<file path="config.mk">
export PLATFORM = sky130hd
export DESIGN_NAME = pmc_power_mode_controller
export DESIGN_NICKNAME = d
export VERILOG_FILES = /design/src/verilog/pmc_pkg.sv /design/src/verilog/pmc_power_mode_controller.sv
export SDC_FILE = /design/constraint.sdc
export NUM_CORES = 1
export LEC_CHECK = 0
export BUFFER_PORTS_ARGS = -buffer_cell sky130_fd_sc_hd__clkbuf_2
export CELL_PAD_IN_SITES_DETAIL_PLACEMENT = 2
export CELL_PAD_IN_SITES_GLOBAL_PLACEMENT = 2
export CORE_ASPECT_RATIO = 1.5
export CORE_MARGIN = 1
export CORE_UTILIZATION = 35
export DETAILED_ROUTE_END_ITERATION = 8
export PLACE_DENSITY = 0.89
export SLEW_MARGIN = 20
export SYNTH_ARGS = -nofsm -noshare
export SYNTH_HDL_FRONTEND = slang
export SYNTH_SLANG_ARGS = --single-unit
</file>
<file path="constraint.sdc">
create_clock -name CLK -period 3.45 [get_ports CLK]
set_clock_uncertainty 0.2 [all_clocks]
set_input_delay 0.69 -clock CLK [delete_from_list [all_inputs] [get_ports CLK]]
set_output_delay 0.69 -clock CLK [all_outputs]
set_load 0.05 [all_outputs]
</file>
<file path="src/verilog/pmc_pkg.sv">
// Constants, register map and state codes for the power mode controller.
// Assumes a 50 MHz system clock and an APB register bus with 32-bit data.
package pmc_pkg;

  localparam int unsigned CLK_MHZ = 50;
  // Wake latencies in microseconds and their cycle counts at the clock rate.
  localparam int unsigned IDLE_WAKE_US = 14;
  localparam int unsigned STBY_WAKE_US = 151;
  localparam int unsigned SHDN_WAKE_US = 1015;
  localparam int unsigned IDLE_WAKE_CYC = IDLE_WAKE_US * CLK_MHZ;
  localparam int unsigned STBY_WAKE_CYC = STBY_WAKE_US * CLK_MHZ;
  localparam int unsigned SHDN_WAKE_CYC = SHDN_WAKE_US * CLK_MHZ;
  localparam int unsigned CNT_W = 16;

  // Register byte addresses.
  localparam logic [7:0] REG_CTRL = 8'h00;
  localparam logic [7:0] REG_STATUS = 8'h04;
  localparam logic [7:0] REG_RST_CAUSE = 8'h08;
  localparam logic [7:0] REG_SRAM_RET = 8'h0C;
  localparam logic [7:0] REG_WAKE_PIN = 8'h10;
  localparam logic [7:0] REG_CLK_CFG = 8'h14;

  // Control register fields.
  localparam int unsigned CTRL_REQ_LSB = 0;
  localparam int unsigned CTRL_REQ_W = 2;
  localparam int unsigned CTRL_CACHE_OFF_BIT = 2;
  // Clock configuration fields.
  localparam int unsigned CLK_FAST_RC_BIT = 0;
  localparam int unsigned CLK_SLOW_RC_BIT = 1;
  // Reset cause field positions.
  localparam int unsigned RC_POR_BIT = 0;
  localparam int unsigned RC_PIN_BIT = 1;
  localparam int unsigned RC_WAKE_BIT = 2;

  localparam logic [1:0] REQ_NONE = 2'h0;
  localparam logic [1:0] REQ_IDLE = 2'h1;
  localparam logic [1:0] REQ_STBY = 2'h2;
  localparam logic [1:0] REQ_SHDN = 2'h3;

  localparam int unsigned SRAM_BLOCKS = 4;
  localparam int unsigned IO_W = 32;
  localparam logic [31:0] ZERO32 = 32'h0000_0000;
  localparam logic [2:0] CAUSE_POR = 3'h1;

  typedef enum logic [5:0] {
    PMC_ACTIVE = 6'b000001,
    PMC_IDLE = 6'b000010,
    PMC_STBY = 6'b000100,
    PMC_SHDN = 6'b001000,
    PMC_RSTHELD = 6'b010000,
    PMC_WAKING = 6'b100000
  } pmc_state_t;

  typedef struct packed {
    pmc_state_t state;
    logic [CNT_W-1:0] cnt;
    logic [1:0] req;
    logic cache_off;
    logic [1:0] clk_cfg;
    logic [SRAM_BLOCKS-1:0] sram_ret;
    logic [IO_W-1:0] wake_en;
    logic [2:0] cause;
    logic [IO_W-1:0] io_hold;
    logic io_latched;
    logic [IO_W-1:0] pin_s1;
    logic [IO_W-1:0] pin_s2;
    logic [IO_W-1:0] pin_s3;
    logic [2:0] ev_s1;
    logic [2:0] ev_s2;
    logic [1:0] rstp_s;
    logic [31:0] prdata;
  } pmc_regs_t;

endpackage

</file>
<file path="src/verilog/pmc_power_mode_controller.sv">
// Power mode controller: mode state machine, domain enables and APB registers.
// Assumes wake pins, reset pin and wake events arrive asynchronously.
//
// Local design decisions: the address map and the APB interface to the registers.
`timescale 1ns/100ps
`default_nettype none
module pmc_power_mode_controller
  import pmc_pkg::*;
(
  input wire logic CLK,
  input wire logic RESET_N,
  input wire logic PSEL,
  input wire logic PENABLE,
  input wire logic PWRITE,
  input wire logic [7:0] PADDR,
  input wire logic [31:0] PWDATA,
  output logic [31:0] PRDATA,
  output logic PREADY,
  output logic PSLVERR,
  input wire logic PIN_RESET_N,
  input wire logic [pmc_pkg::IO_W-1:0] WAKE_PINS,
  input wire logic IRQ_ANY,
  input wire logic RTC_EVENT,
  input wire logic SENSOR_EVENT,
  input wire logic [pmc_pkg::IO_W-1:0] GPIO_LIVE,
  output logic [pmc_pkg::IO_W-1:0] GPIO_HOLD_VAL,
  output logic GPIO_LATCH,
  output logic CPU_CLK_EN,
  output logic CPU_RESUME,
  output logic FLASH_PWR,
  output logic RADIO_EN,
  output logic FAST_CLK_EN,
  output logic FAST_CLK_SEL_RC,
  output logic PLL_DOUBLER_EN,
  output logic SLOW_CLK_EN,
  output logic SLOW_CLK_SEL_RC,
  output logic PERIPH_PWR,
  output logic ALWAYS_ON_PWR,
  output logic SENSOR_PWR,
  output logic REG_RETAIN,
  output logic [pmc_pkg::SRAM_BLOCKS-1:0] SRAM_PWR,
  output logic CACHE_AS_RAM,
  output logic BROWNOUT_EN,
  output logic POR_EN,
  output logic SYS_RESET_N
);
  import pmc_pkg::*;

  pmc_regs_t r_ff;
  pmc_regs_t nxt_r;
  logic wr;
  logic rd;
  logic pin_change;
  logic rst_pin_held;

  // Decodes a register address into its read value.
  function automatic logic [31:0] rd_mux(input logic [7:0] a, input pmc_regs_t s);
    logic [31:0] v;
    v = ZERO32;
    unique case (a)
      REG_CTRL: v = {29'h0000_0000, s.cache_off, s.req};
      REG_STATUS: v = {26'h000_0000, s.state};
      REG_RST_CAUSE: v = {29'h0000_0000, s.cause};
      REG_SRAM_RET: v = {28'h000_0000, s.sram_ret};
      REG_WAKE_PIN: v = s.wake_en;
      REG_CLK_CFG: v = {30'h0000_0000, s.clk_cfg};
      default: v = ZERO32;
    endcase
    return v;
  endfunction

  function automatic logic addr_ok(input logic [7:0] a);
    return (a == REG_CTRL) || (a == REG_STATUS) || (a == REG_RST_CAUSE) ||
      (a == REG_SRAM_RET) || (a == REG_WAKE_PIN) || (a == REG_CLK_CFG);
  endfunction

  // Supply and clock enables that follow from the mode alone.
  typedef struct packed {
    logic cpu_clk;
    logic flash;
    logic radio;
    logic fast_clk;
    logic slow_clk;
    logic periph;
    logic always_on;
    logic sensor;
    logic reg_retain;
    logic sram_all;
    logic brownout;
    logic por;
    logic sys_run;
  } pmc_dom_t;

  // Waking already powers what active needs except the processor clock, the radio and brownout, so supplies settle before the processor runs.
  function automatic pmc_dom_t mode_domains(input pmc_state_t s);
    pmc_dom_t d;
    d = '0;
    unique case (s)
      PMC_ACTIVE:
      begin
        d.cpu_clk = 1'b1;
        d.flash = 1'b1;
        d.radio = 1'b1;
        d.fast_clk = 1'b1;
        d.slow_clk = 1'b1;
        d.periph = 1'b1;
        d.always_on = 1'b1;
        d.sensor = 1'b1;
        d.reg_retain = 1'b1;
        d.sram_all = 1'b1;
        d.brownout = 1'b1;
        d.por = 1'b1;
        d.sys_run = 1'b1;
      end
      PMC_IDLE:
      begin
        d.flash = 1'b1;
        d.radio = 1'b1;
        d.fast_clk = 1'b1;
        d.slow_clk = 1'b1;
        d.periph = 1'b1;
        d.always_on = 1'b1;
        d.sensor = 1'b1;
        d.reg_retain = 1'b1;
        d.sram_all = 1'b1;
        d.brownout = 1'b1;
        d.por = 1'b1;
        d.sys_run = 1'b1;
      end
      PMC_STBY:
      begin
        d.slow_clk = 1'b1;
        d.always_on = 1'b1;
        d.sensor = 1'b1;
        d.reg_retain = 1'b1;
        d.por = 1'b1;
        d.sys_run = 1'b1;
      end
      PMC_SHDN:
      begin
        d.brownout = 1'b1;
        d.por = 1'b1;
      end
      PMC_RSTHELD:
      begin
        d.always_on = 1'b1;
        d.sensor = 1'b1;
      end
      PMC_WAKING:
      begin
        d.flash = 1'b1;
        d.fast_clk = 1'b1;
        d.slow_clk = 1'b1;
        d.periph = 1'b1;
        d.always_on = 1'b1;
        d.sensor = 1'b1;
        d.reg_retain = 1'b1;
        d.sram_all = 1'b1;
        d.por = 1'b1;
        d.sys_run = 1'b1;
      end
      default: d = '0;
    endcase
    return d;
  endfunction

  assign wr = PSEL && PENABLE && PWRITE;
  assign rd = PSEL && !PENABLE && !PWRITE;
  assign rst_pin_held = !r_ff.rstp_s[1];
  // Only the second and third stages are compared, never the first.
  assign pin_change = |((r_ff.pin_s2 ^ r_ff.pin_s3) & r_ff.wake_en);

  always_comb
  begin
    nxt_r = r_ff;
    nxt_r.pin_s1 = WAKE_PINS;
    nxt_r.pin_s2 = r_ff.pin_s1;
    nxt_r.pin_s3 = r_ff.pin_s2;
    nxt_r.ev_s1 = {SENSOR_EVENT, RTC_EVENT, IRQ_ANY};
    nxt_r.ev_s2 = r_ff.ev_s1;
    nxt_r.rstp_s = {r_ff.rstp_s[0], PIN_RESET_N};
    if (rd)
    begin
      nxt_r.prdata = rd_mux(PADDR, r_ff);
    end
    if (wr && (PADDR == REG_CTRL))
    begin
      // A request made outside active mode is dropped, so it cannot fire after a wake.
      if (r_ff.state == PMC_ACTIVE)
      begin
        nxt_r.req = PWDATA[CTRL_REQ_LSB +: CTRL_REQ_W];
      end
      nxt_r.cache_off = PWDATA[CTRL_CACHE_OFF_BIT];
    end
    if (wr && (PADDR == REG_SRAM_RET))
    begin
      nxt_r.sram_ret = PWDATA[SRAM_BLOCKS-1:0];
    end
    if (wr && (PADDR == REG_WAKE_PIN))
    begin
      nxt_r.wake_en = PWDATA;
    end
    if (wr && (PADDR == REG_CLK_CFG))
    begin
      nxt_r.clk_cfg = PWDATA[1:0];
    end
    if (wr && (PADDR == REG_RST_CAUSE))
    begin
      // Write one to clear.
      nxt_r.cause = r_ff.cause & ~PWDATA[2:0];
    end
    unique case (r_ff.state)
      PMC_ACTIVE:
      begin
        if (r_ff.req == REQ_IDLE)
        begin
          nxt_r.state = PMC_IDLE;
          nxt_r.req = REQ_NONE;
        end
        else if (r_ff.req == REQ_STBY)
        begin
          nxt_r.state = PMC_STBY;
          nxt_r.io_hold = GPIO_LIVE;
          nxt_r.io_latched = 1'b1;
          nxt_r.req = REQ_NONE;
        end
        else if (r_ff.req == REQ_SHDN)
        begin
          nxt_r.state = PMC_SHDN;
          nxt_r.io_hold = GPIO_LIVE;
          nxt_r.io_latched = 1'b1;
          nxt_r.req = REQ_NONE;
        end
      end
      PMC_IDLE:
      begin
        if (r_ff.ev_s2[0] || pin_change)
        begin
          nxt_r.state = PMC_WAKING;
          nxt_r.cnt = CNT_W'(IDLE_WAKE_CYC - 1);
        end
      end
      PMC_STBY:
      begin
        if (pin_change || r_ff.ev_s2[1] || r_ff.ev_s2[2])
        begin
          nxt_r.state = PMC_WAKING;
          nxt_r.cnt = CNT_W'(STBY_WAKE_CYC - 1);
        end
      end
      PMC_SHDN:
      begin
        if (pin_change)
        begin
          nxt_r.state = PMC_WAKING;
          nxt_r.cnt = CNT_W'(SHDN_WAKE_CYC - 1);
          nxt_r.cause = 3'h1 << RC_WAKE_BIT;
          nxt_r.req = REQ_NONE;
          nxt_r.sram_ret = '0;
          nxt_r.wake_en = '0;
          nxt_r.cache_off = 1'b0;
          nxt_r.clk_cfg = '0;
        end
      end
      PMC_RSTHELD:
      begin
        if (!rst_pin_held)
        begin
          nxt_r.state = PMC_WAKING;
          nxt_r.cnt = CNT_W'(SHDN_WAKE_CYC - 1);
        end
      end
      PMC_WAKING:
      begin
        if (r_ff.cnt == '0)
        begin
          nxt_r.state = PMC_ACTIVE;
          nxt_r.io_latched = 1'b0;
        end
        else
        begin
          nxt_r.cnt = r_ff.cnt - 1'b1;
        end
      end
      default: nxt_r.state = PMC_ACTIVE;
    endcase
    // Reset pin wins from any mode; state is lost as in shutdown.
    if (rst_pin_held)
    begin
      nxt_r.state = PMC_RSTHELD;
      nxt_r.cause = {2'h0, 1'b0} | (3'h1 << RC_PIN_BIT);
      nxt_r.req = REQ_NONE;
      nxt_r.sram_ret = '0;
      nxt_r.wake_en = '0;
      nxt_r.cache_off = 1'b0;
      nxt_r.clk_cfg = '0;
      nxt_r.io_latched = 1'b0;
    end
  end

  always_ff @(posedge CLK or negedge RESET_N)
  begin
    if (!RESET_N)
    begin
      r_ff <= '{state: PMC_ACTIVE, cause: CAUSE_POR, rstp_s: 2'h3, default: '0};
    end
    else
    begin
      r_ff <= nxt_r;
    end
  end

  pmc_dom_t dom;
  logic st_stby;
  assign dom = mode_domains(r_ff.state);
  assign st_stby = (r_ff.state == PMC_STBY);

  // Waking counts as the tail of the low-power state, so domains come up early.
  assign PRDATA = r_ff.prdata;
  assign PREADY = 1'b1;
  assign PSLVERR = PSEL && PENABLE && !addr_ok(PADDR);
  assign GPIO_HOLD_VAL = r_ff.io_hold;
  assign GPIO_LATCH = r_ff.io_latched;
  assign CPU_CLK_EN = dom.cpu_clk;
  // Any pending reset cause means the processor starts afresh rather than resuming.
  assign CPU_RESUME = dom.cpu_clk && !(|r_ff.cause);
  assign FLASH_PWR = dom.flash;
  assign RADIO_EN = dom.radio;
  assign FAST_CLK_EN = dom.fast_clk;
  assign FAST_CLK_SEL_RC = r_ff.clk_cfg[CLK_FAST_RC_BIT];
  assign PLL_DOUBLER_EN = dom.fast_clk && !r_ff.clk_cfg[CLK_FAST_RC_BIT];
  assign SLOW_CLK_EN = dom.slow_clk;
  assign SLOW_CLK_SEL_RC = r_ff.clk_cfg[CLK_SLOW_RC_BIT];
  assign PERIPH_PWR = dom.periph;
  assign ALWAYS_ON_PWR = dom.always_on;
  assign SENSOR_PWR = dom.sensor;
  assign REG_RETAIN = dom.reg_retain;
  assign CACHE_AS_RAM = r_ff.cache_off;
  assign BROWNOUT_EN = dom.brownout;
  assign POR_EN = dom.por;
  assign SYS_RESET_N = dom.sys_run;

  // Only retained blocks stay powered in standby; none in shutdown.
  genvar g;
  generate
    for (g = 0; g < SRAM_BLOCKS; g++)
    begin : g_sram
      assign SRAM_PWR[g] = (st_stby ? r_ff.sram_ret[g] : dom.sram_all);
    end
  endgenerate
endmodule
`default_nettype wire
</file>
Word level (Yosys, flattened, before mapping)
Index checks and enable logic that the tools add are counted.
{"block": "word_totals", "ff_bits": 235, "input_bits": 113, "output_inout_bits": 88, "elab_cells": 133}
{"block": "classes", "n_addsub": 1, "eq_ne": 27, "n_mux": 42, "bitwise": 5, "n_reduce_logical": 41}
{"operator": "case mux 32 bit (6 select lines)", "n": 1}
{"operator": "case mux 16 bit (5 select lines)", "n": 1}
{"operator": "2-to-1 mux 22 bit", "n": 3}
{"operator": "2-to-1 mux 33 bit", "n": 2}
{"operator": "2-to-1 mux 66 bit", "n": 1}
{"operator": "2-to-1 mux 44 bit", "n": 1}
{"operator": "2-to-1 mux 42 bit", "n": 1}
{"operator": "case mux 6 bit (6 select lines)", "n": 1}
{"operator": "bitwise AND 32 bit", "n": 1}
{"operator": "2-to-1 mux 32 bit", "n": 1}
{"operator": "OR reduction 32 bit", "n": 1}
{"operator": "XOR 32 bit", "n": 1}
{"operator": "2-to-1 mux 6 bit", "n": 5}
{"operator": "equality test 8 x 4 -> 1 bit, second input constant", "n": 2}
{"operator": "equality test 8 x 5 -> 1 bit, second input constant", "n": 2}
{"operator": "zero test 16 bit", "n": 1}
{"operator": "2-to-1 mux 16 bit", "n": 1}
{"operator": "subtractor 16 x 1 -> 16 bit, second input constant", "n": 1}
{"operator": "2-to-1 mux 1 bit", "n": 13}
{"operator": "logical AND 1 bit", "n": 12}
{"operator": "2-to-1 mux 2 bit", "n": 6}
{"operator": "!= test 3 bit, second input constant", "n": 4}
{"operator": "OR reduction 5 bit", "n": 2}
{"operator": "OR reduction 3 bit", "n": 3}
{"operator": "other kinds (33)", "n": 49}

Longest topological paths before layout
{"block": "logic_depth", "ltp_word": 9, "depth_mapped": 10, "mapped_depth_nobuf": 9}

Worst setup path after synthesis
OpenSTA, ideal clock, no wires.
{"block": "synth_timing", "kind": "register to output", "start": "register r_ff[232] (netlist name)", "end": "output port SRAM_PWR[0] (netlist name)", "t_arrival_ns": 2.568, "required_time_ns": 2.560, "path_slack_ns": -0.008, "stages_incl_launch_ff": 9, "path_buffers": 1, "cell_sequence": "dfrtp_1 > buf_2 > nor4_1 > nand3b_1 > and2_1 > inv_1 > nor2_1 > nand2_1 > o21a_1"}
{"block": "synth_between", "elab_chain_cells": 4, "word_cells_on_any_way": 7, "cone_classes": "eq/ne: 4; mux: 2; reduce/logical: 1"}
{"item": "start: declaration", "line_no": "pmc_power_mode_controller.sv:49", "source": "pmc_regs_t r_ff;"}
{"item": "start signal: assignment", "line_no": "pmc_power_mode_controller.sv:309", "source": "r_ff <= nxt_r;"}
{"item": "equality test 6 x 1 -> 1 bit, or another cell as far along", "line_no": "pmc_power_mode_controller.sv:98", "source": "unique case (s)"}
{"item": "OR reduction 3 bit (no source line)"}
{"item": "2-to-1 mux 1 bit", "line_no": "pmc_power_mode_controller.sv:98"}
{"item": "2-to-1 mux 1 bit *", "line_no": "pmc_power_mode_controller.sv:348", "source": "assign SRAM_PWR[g] = (st_stby ? r_ff.sram_ret[g] : dom.sram_all);"}
{"item": "end: declaration", "line_no": "pmc_power_mode_controller.sv:41", "source": "output logic [pmc_pkg::SRAM_BLOCKS-1:0] SRAM_PWR,"}
Mark *: on every way between the ends. The rest lies on a longest branch, timed or not.

Final worst setup path
{"block": "layout_timing", "start": "register r_ff[233] (netlist name)", "end": "output port SRAM_PWR[2] (netlist name)"}
The elaborated chain is that of the path after synthesis.

==> run summary <==
# setup viols final: 0
Rel. slew slack: 0.292
worst r2r src: r_ff[233]
largest area contributor in the netlist: dfrtp_1
Worst path depth: 8
Total GRT Usage: 0.209
cts bufs inserted: 24
global route overflow: 0
Synth area leaders: dfrtp_1 60%, nand2_1 6.0%, buf_4 5.6%
worst-path fanout max: 7
ys async rst share: 1.00
most frequent cells in the layout: 229 x dfrtp_1, 194 x clkbuf_2, 150 x nand2_1
Root Driver: clkbuf_16
worst path cell trace: nor4_4 -> nand3b_1 -> and2_1 -> inv_1 -> nor2_1 -> nand2_2 -> o21a_1 -> clkbuf_4
Tot Pwr: 6.30 mW
Clock Latency Late Sink: 530 ps
post-synth top area share: 0.604
FP Rows: 73
Psw: 1.71 mW
#FFs+latches synth: 235
Clock Pin Slew Worst Setup and Hold Paths: 70 ps
nets: 1109
I/O pin count: 201
Port Buffers: 199
post-synthesis cell type count: 58
Initial DRC Count: 209
Critical path buffers and inverters: 2
sw frac: 0.271
Syn Nets: 970
DR pass1 iterations: 4
Hold Crit Start: PIN_RESET_N
Tmin final: 3330 ps
Gate Count Post-Synth: 853
post-detail-place hpwl: 20400 um
Critical Path AT: 2440 ps
Hold WC Path Type: input port to register
internal power: 4.59 mW
Mapped Area: 0.00957 mm^2
WL/cell: 21.3 um
via/cell ratio: 5.11
Worst Path Required: 2560 ps
final WL: 28700 um
DR vias: 6906
Starting Density: 0.359
critical path launch point type: register
power share of the clock group: 0.416
die area: 0.0280 mm^2
most common cell after layout, fill and taps aside: dfrtp_1
Crit. End Element: primary output
DRC viols: 0
Avg Cell Area, Syn: 11.2 um^2
Max stage delay on crit path: 480 ps
R2R cell count: 7
Worst Setup SP: r_ff[233]
Max Root-Sink Buffers: 3
fillers: 2786
Combinational Power Share: 0.111
CTS H-tree lvls: 1
remaining antenna violation count: 0
Sink Count: 235
die height: 205 um
CP delay by family, top: simple AND/OR/NAND/NOR gates
highest clock rate: 300 MHz
gpl congestion: 0.786
Post-synth EDFFs: 0
hold_ws: 44.4 ps
commonest register cell after synthesis: dfrtp_1
chip width: 137 um
Max IR drop VDD: 317 uV
fin. max-slew vios: 0
Area Overhead vs Synth: 18.8%
CTS tree: built
Sequential Power Share: 0.473
Crit-path slowest cell: dfrtp_1
max_cap viols: 0
crit share post-route: 0.965
share of post-route cells with drive strength above 1: 0.307
core area: 0.0267 mm^2
Least-Margin Pin Slew: 1060 ps
final hold violations: 0
largest net degree at the start of global routing: 87
run status: finished clean
Ys Warns: 0
initial antenna violation count: 6
Power Dens Cells: 554 mW/mm^2
first-pass GRT wire length: 44600 um
number of global-route vias before repair: 8049
Setup Crit Path Kind: register to primary output
WHS Path Cells: 1
Pleak: 5.41 nW
Seq/Total Area, Yosys: 0.615
## state kept, by name, summed over array words and instances (netlist names)
name and cells:
GPIO_HOLD_VAL 32, nxt_r 68, GPIO_LATCH 1, SLOW_CLK_SEL_RC 1, FAST_CLK_SEL_RC 1, PRDATA 32
r_ff 99, CACHE_AS_RAM 1
## what timing repair did
item                                    4_1_cts  5_1_grt
endpoints found under the hold margin        51        0
hold buffers                                  1        0
endpoints found under the setup margin        9       13
setup buffers                                 1        2
gates resized for setup                       5        5
pin swaps                                     1        0
## cell type report
cell class / count / area (um^2) / area share
Antenna cell: 4 / 10.0 / 0.000880
Multi-Input combinational cell: 499 / 3010 / 0.265
Clock buffer: 31 / 647 / 0.0569
Inverter: 11 / 41.3 / 0.00363
Sequential cell: 235 / 5890 / 0.518
Tap cell: 337 / 422 / 0.0371
Clock inverter: 13 / 148 / 0.0130
Timing Repair Buffer: 221 / 1210 / 0.106
## cells in the mapped netlist (3+ instances only)
library cell / instances
a22oi_1: 22
nor2_1: 35
buf_4: 71
a21oi_1: 43
xor2_1: 33
nor4_1: 11
a211o_1: 3
clkbuf_1: 31
a22o_1: 3
inv_1: 10
o21ai_1: 3
dfrtp_1: 231
o21a_1: 6
nand3b_1: 5
mux2_2: 33
nand4_1: 4
o2bb2ai_1: 10
mux2i_1: 7
and3_1: 6
nand3_1: 12
ha_1: 4
dfstp_2: 4
nand2_1: 152
nor3_1: 11
a31oi_1: 3
a21o_1: 3
buf_2: 4
nand2b_1: 5
o21ai_0: 52
## path summary, 6_finish.rpt
check / slack [ps] / endpoint
setup / recovery: 120 / SRAM_PWR[2]
hold / removal: 40 / nxt_r[33]
setup reg to reg: 390 / r_ff[223]
hold reg to reg: 150 / nxt_r[51]
max in group asynchronous: 1620 / r_ff[33]
min in group asynchronous: 550 / r_ff[62]
## cells by family after synthesis
logic type               after synthesis  share of synthesized area
flip-flops                           235                      0.615
adder cells (fa/ha/maj)                4                    0.00523
other                                  1                   0.000392
AND/OR/NAND/NOR                      257                      0.120
buffers and inverters                119                     0.0758
multiplexers                          41                     0.0473
AO/OA/AOI/OAI                        163                      0.106
XOR/XNOR                              33                     0.0302
## power by group through the flow
stage                     Clock (mW)  Sequential [mW]  Combinational, mW
after global placement             0             3.02              0.660
final                           2.62             2.98              0.700
after floorplan                    0             2.99              0.445
after global routing            2.80             2.99              0.766
after CTS                       2.70             2.98              0.705
after detailed placement           0             3.03              0.690
## through the flow
step | utilization | setup WS, ps | TNS, ps | area, um^2 | cells
2_1_floorplan | - | 158 | 0 | 9570 | 853
3_3_place_gp | 0.394 | 590 | 0 | 10500 | 1299
3_5_place_dp | 0.394 | 409 | 0 | 10500 | 1299
6_report | 0.426 | 119 | 0 | 11400 | 1351
4_1_cts | 0.425 | 18.3 | 0 | 11300 | 1345
5_1_grt | 0.426 | -77.0 | -246 | 11400 | 1351
## metal layers
layer / wire length, um / vias to the layer above / GRT usage
met5: 27 / - / 0
met4: 1100 / 4 / 0.0926
met3: 1420 / 69 / 0.0416
met2: 15800 / 184 / 0.391
met1: 10400 / 3529 / 0.221
li1: - / 3120 / -
Note: power is estimated with default switching activity, not from simulation.
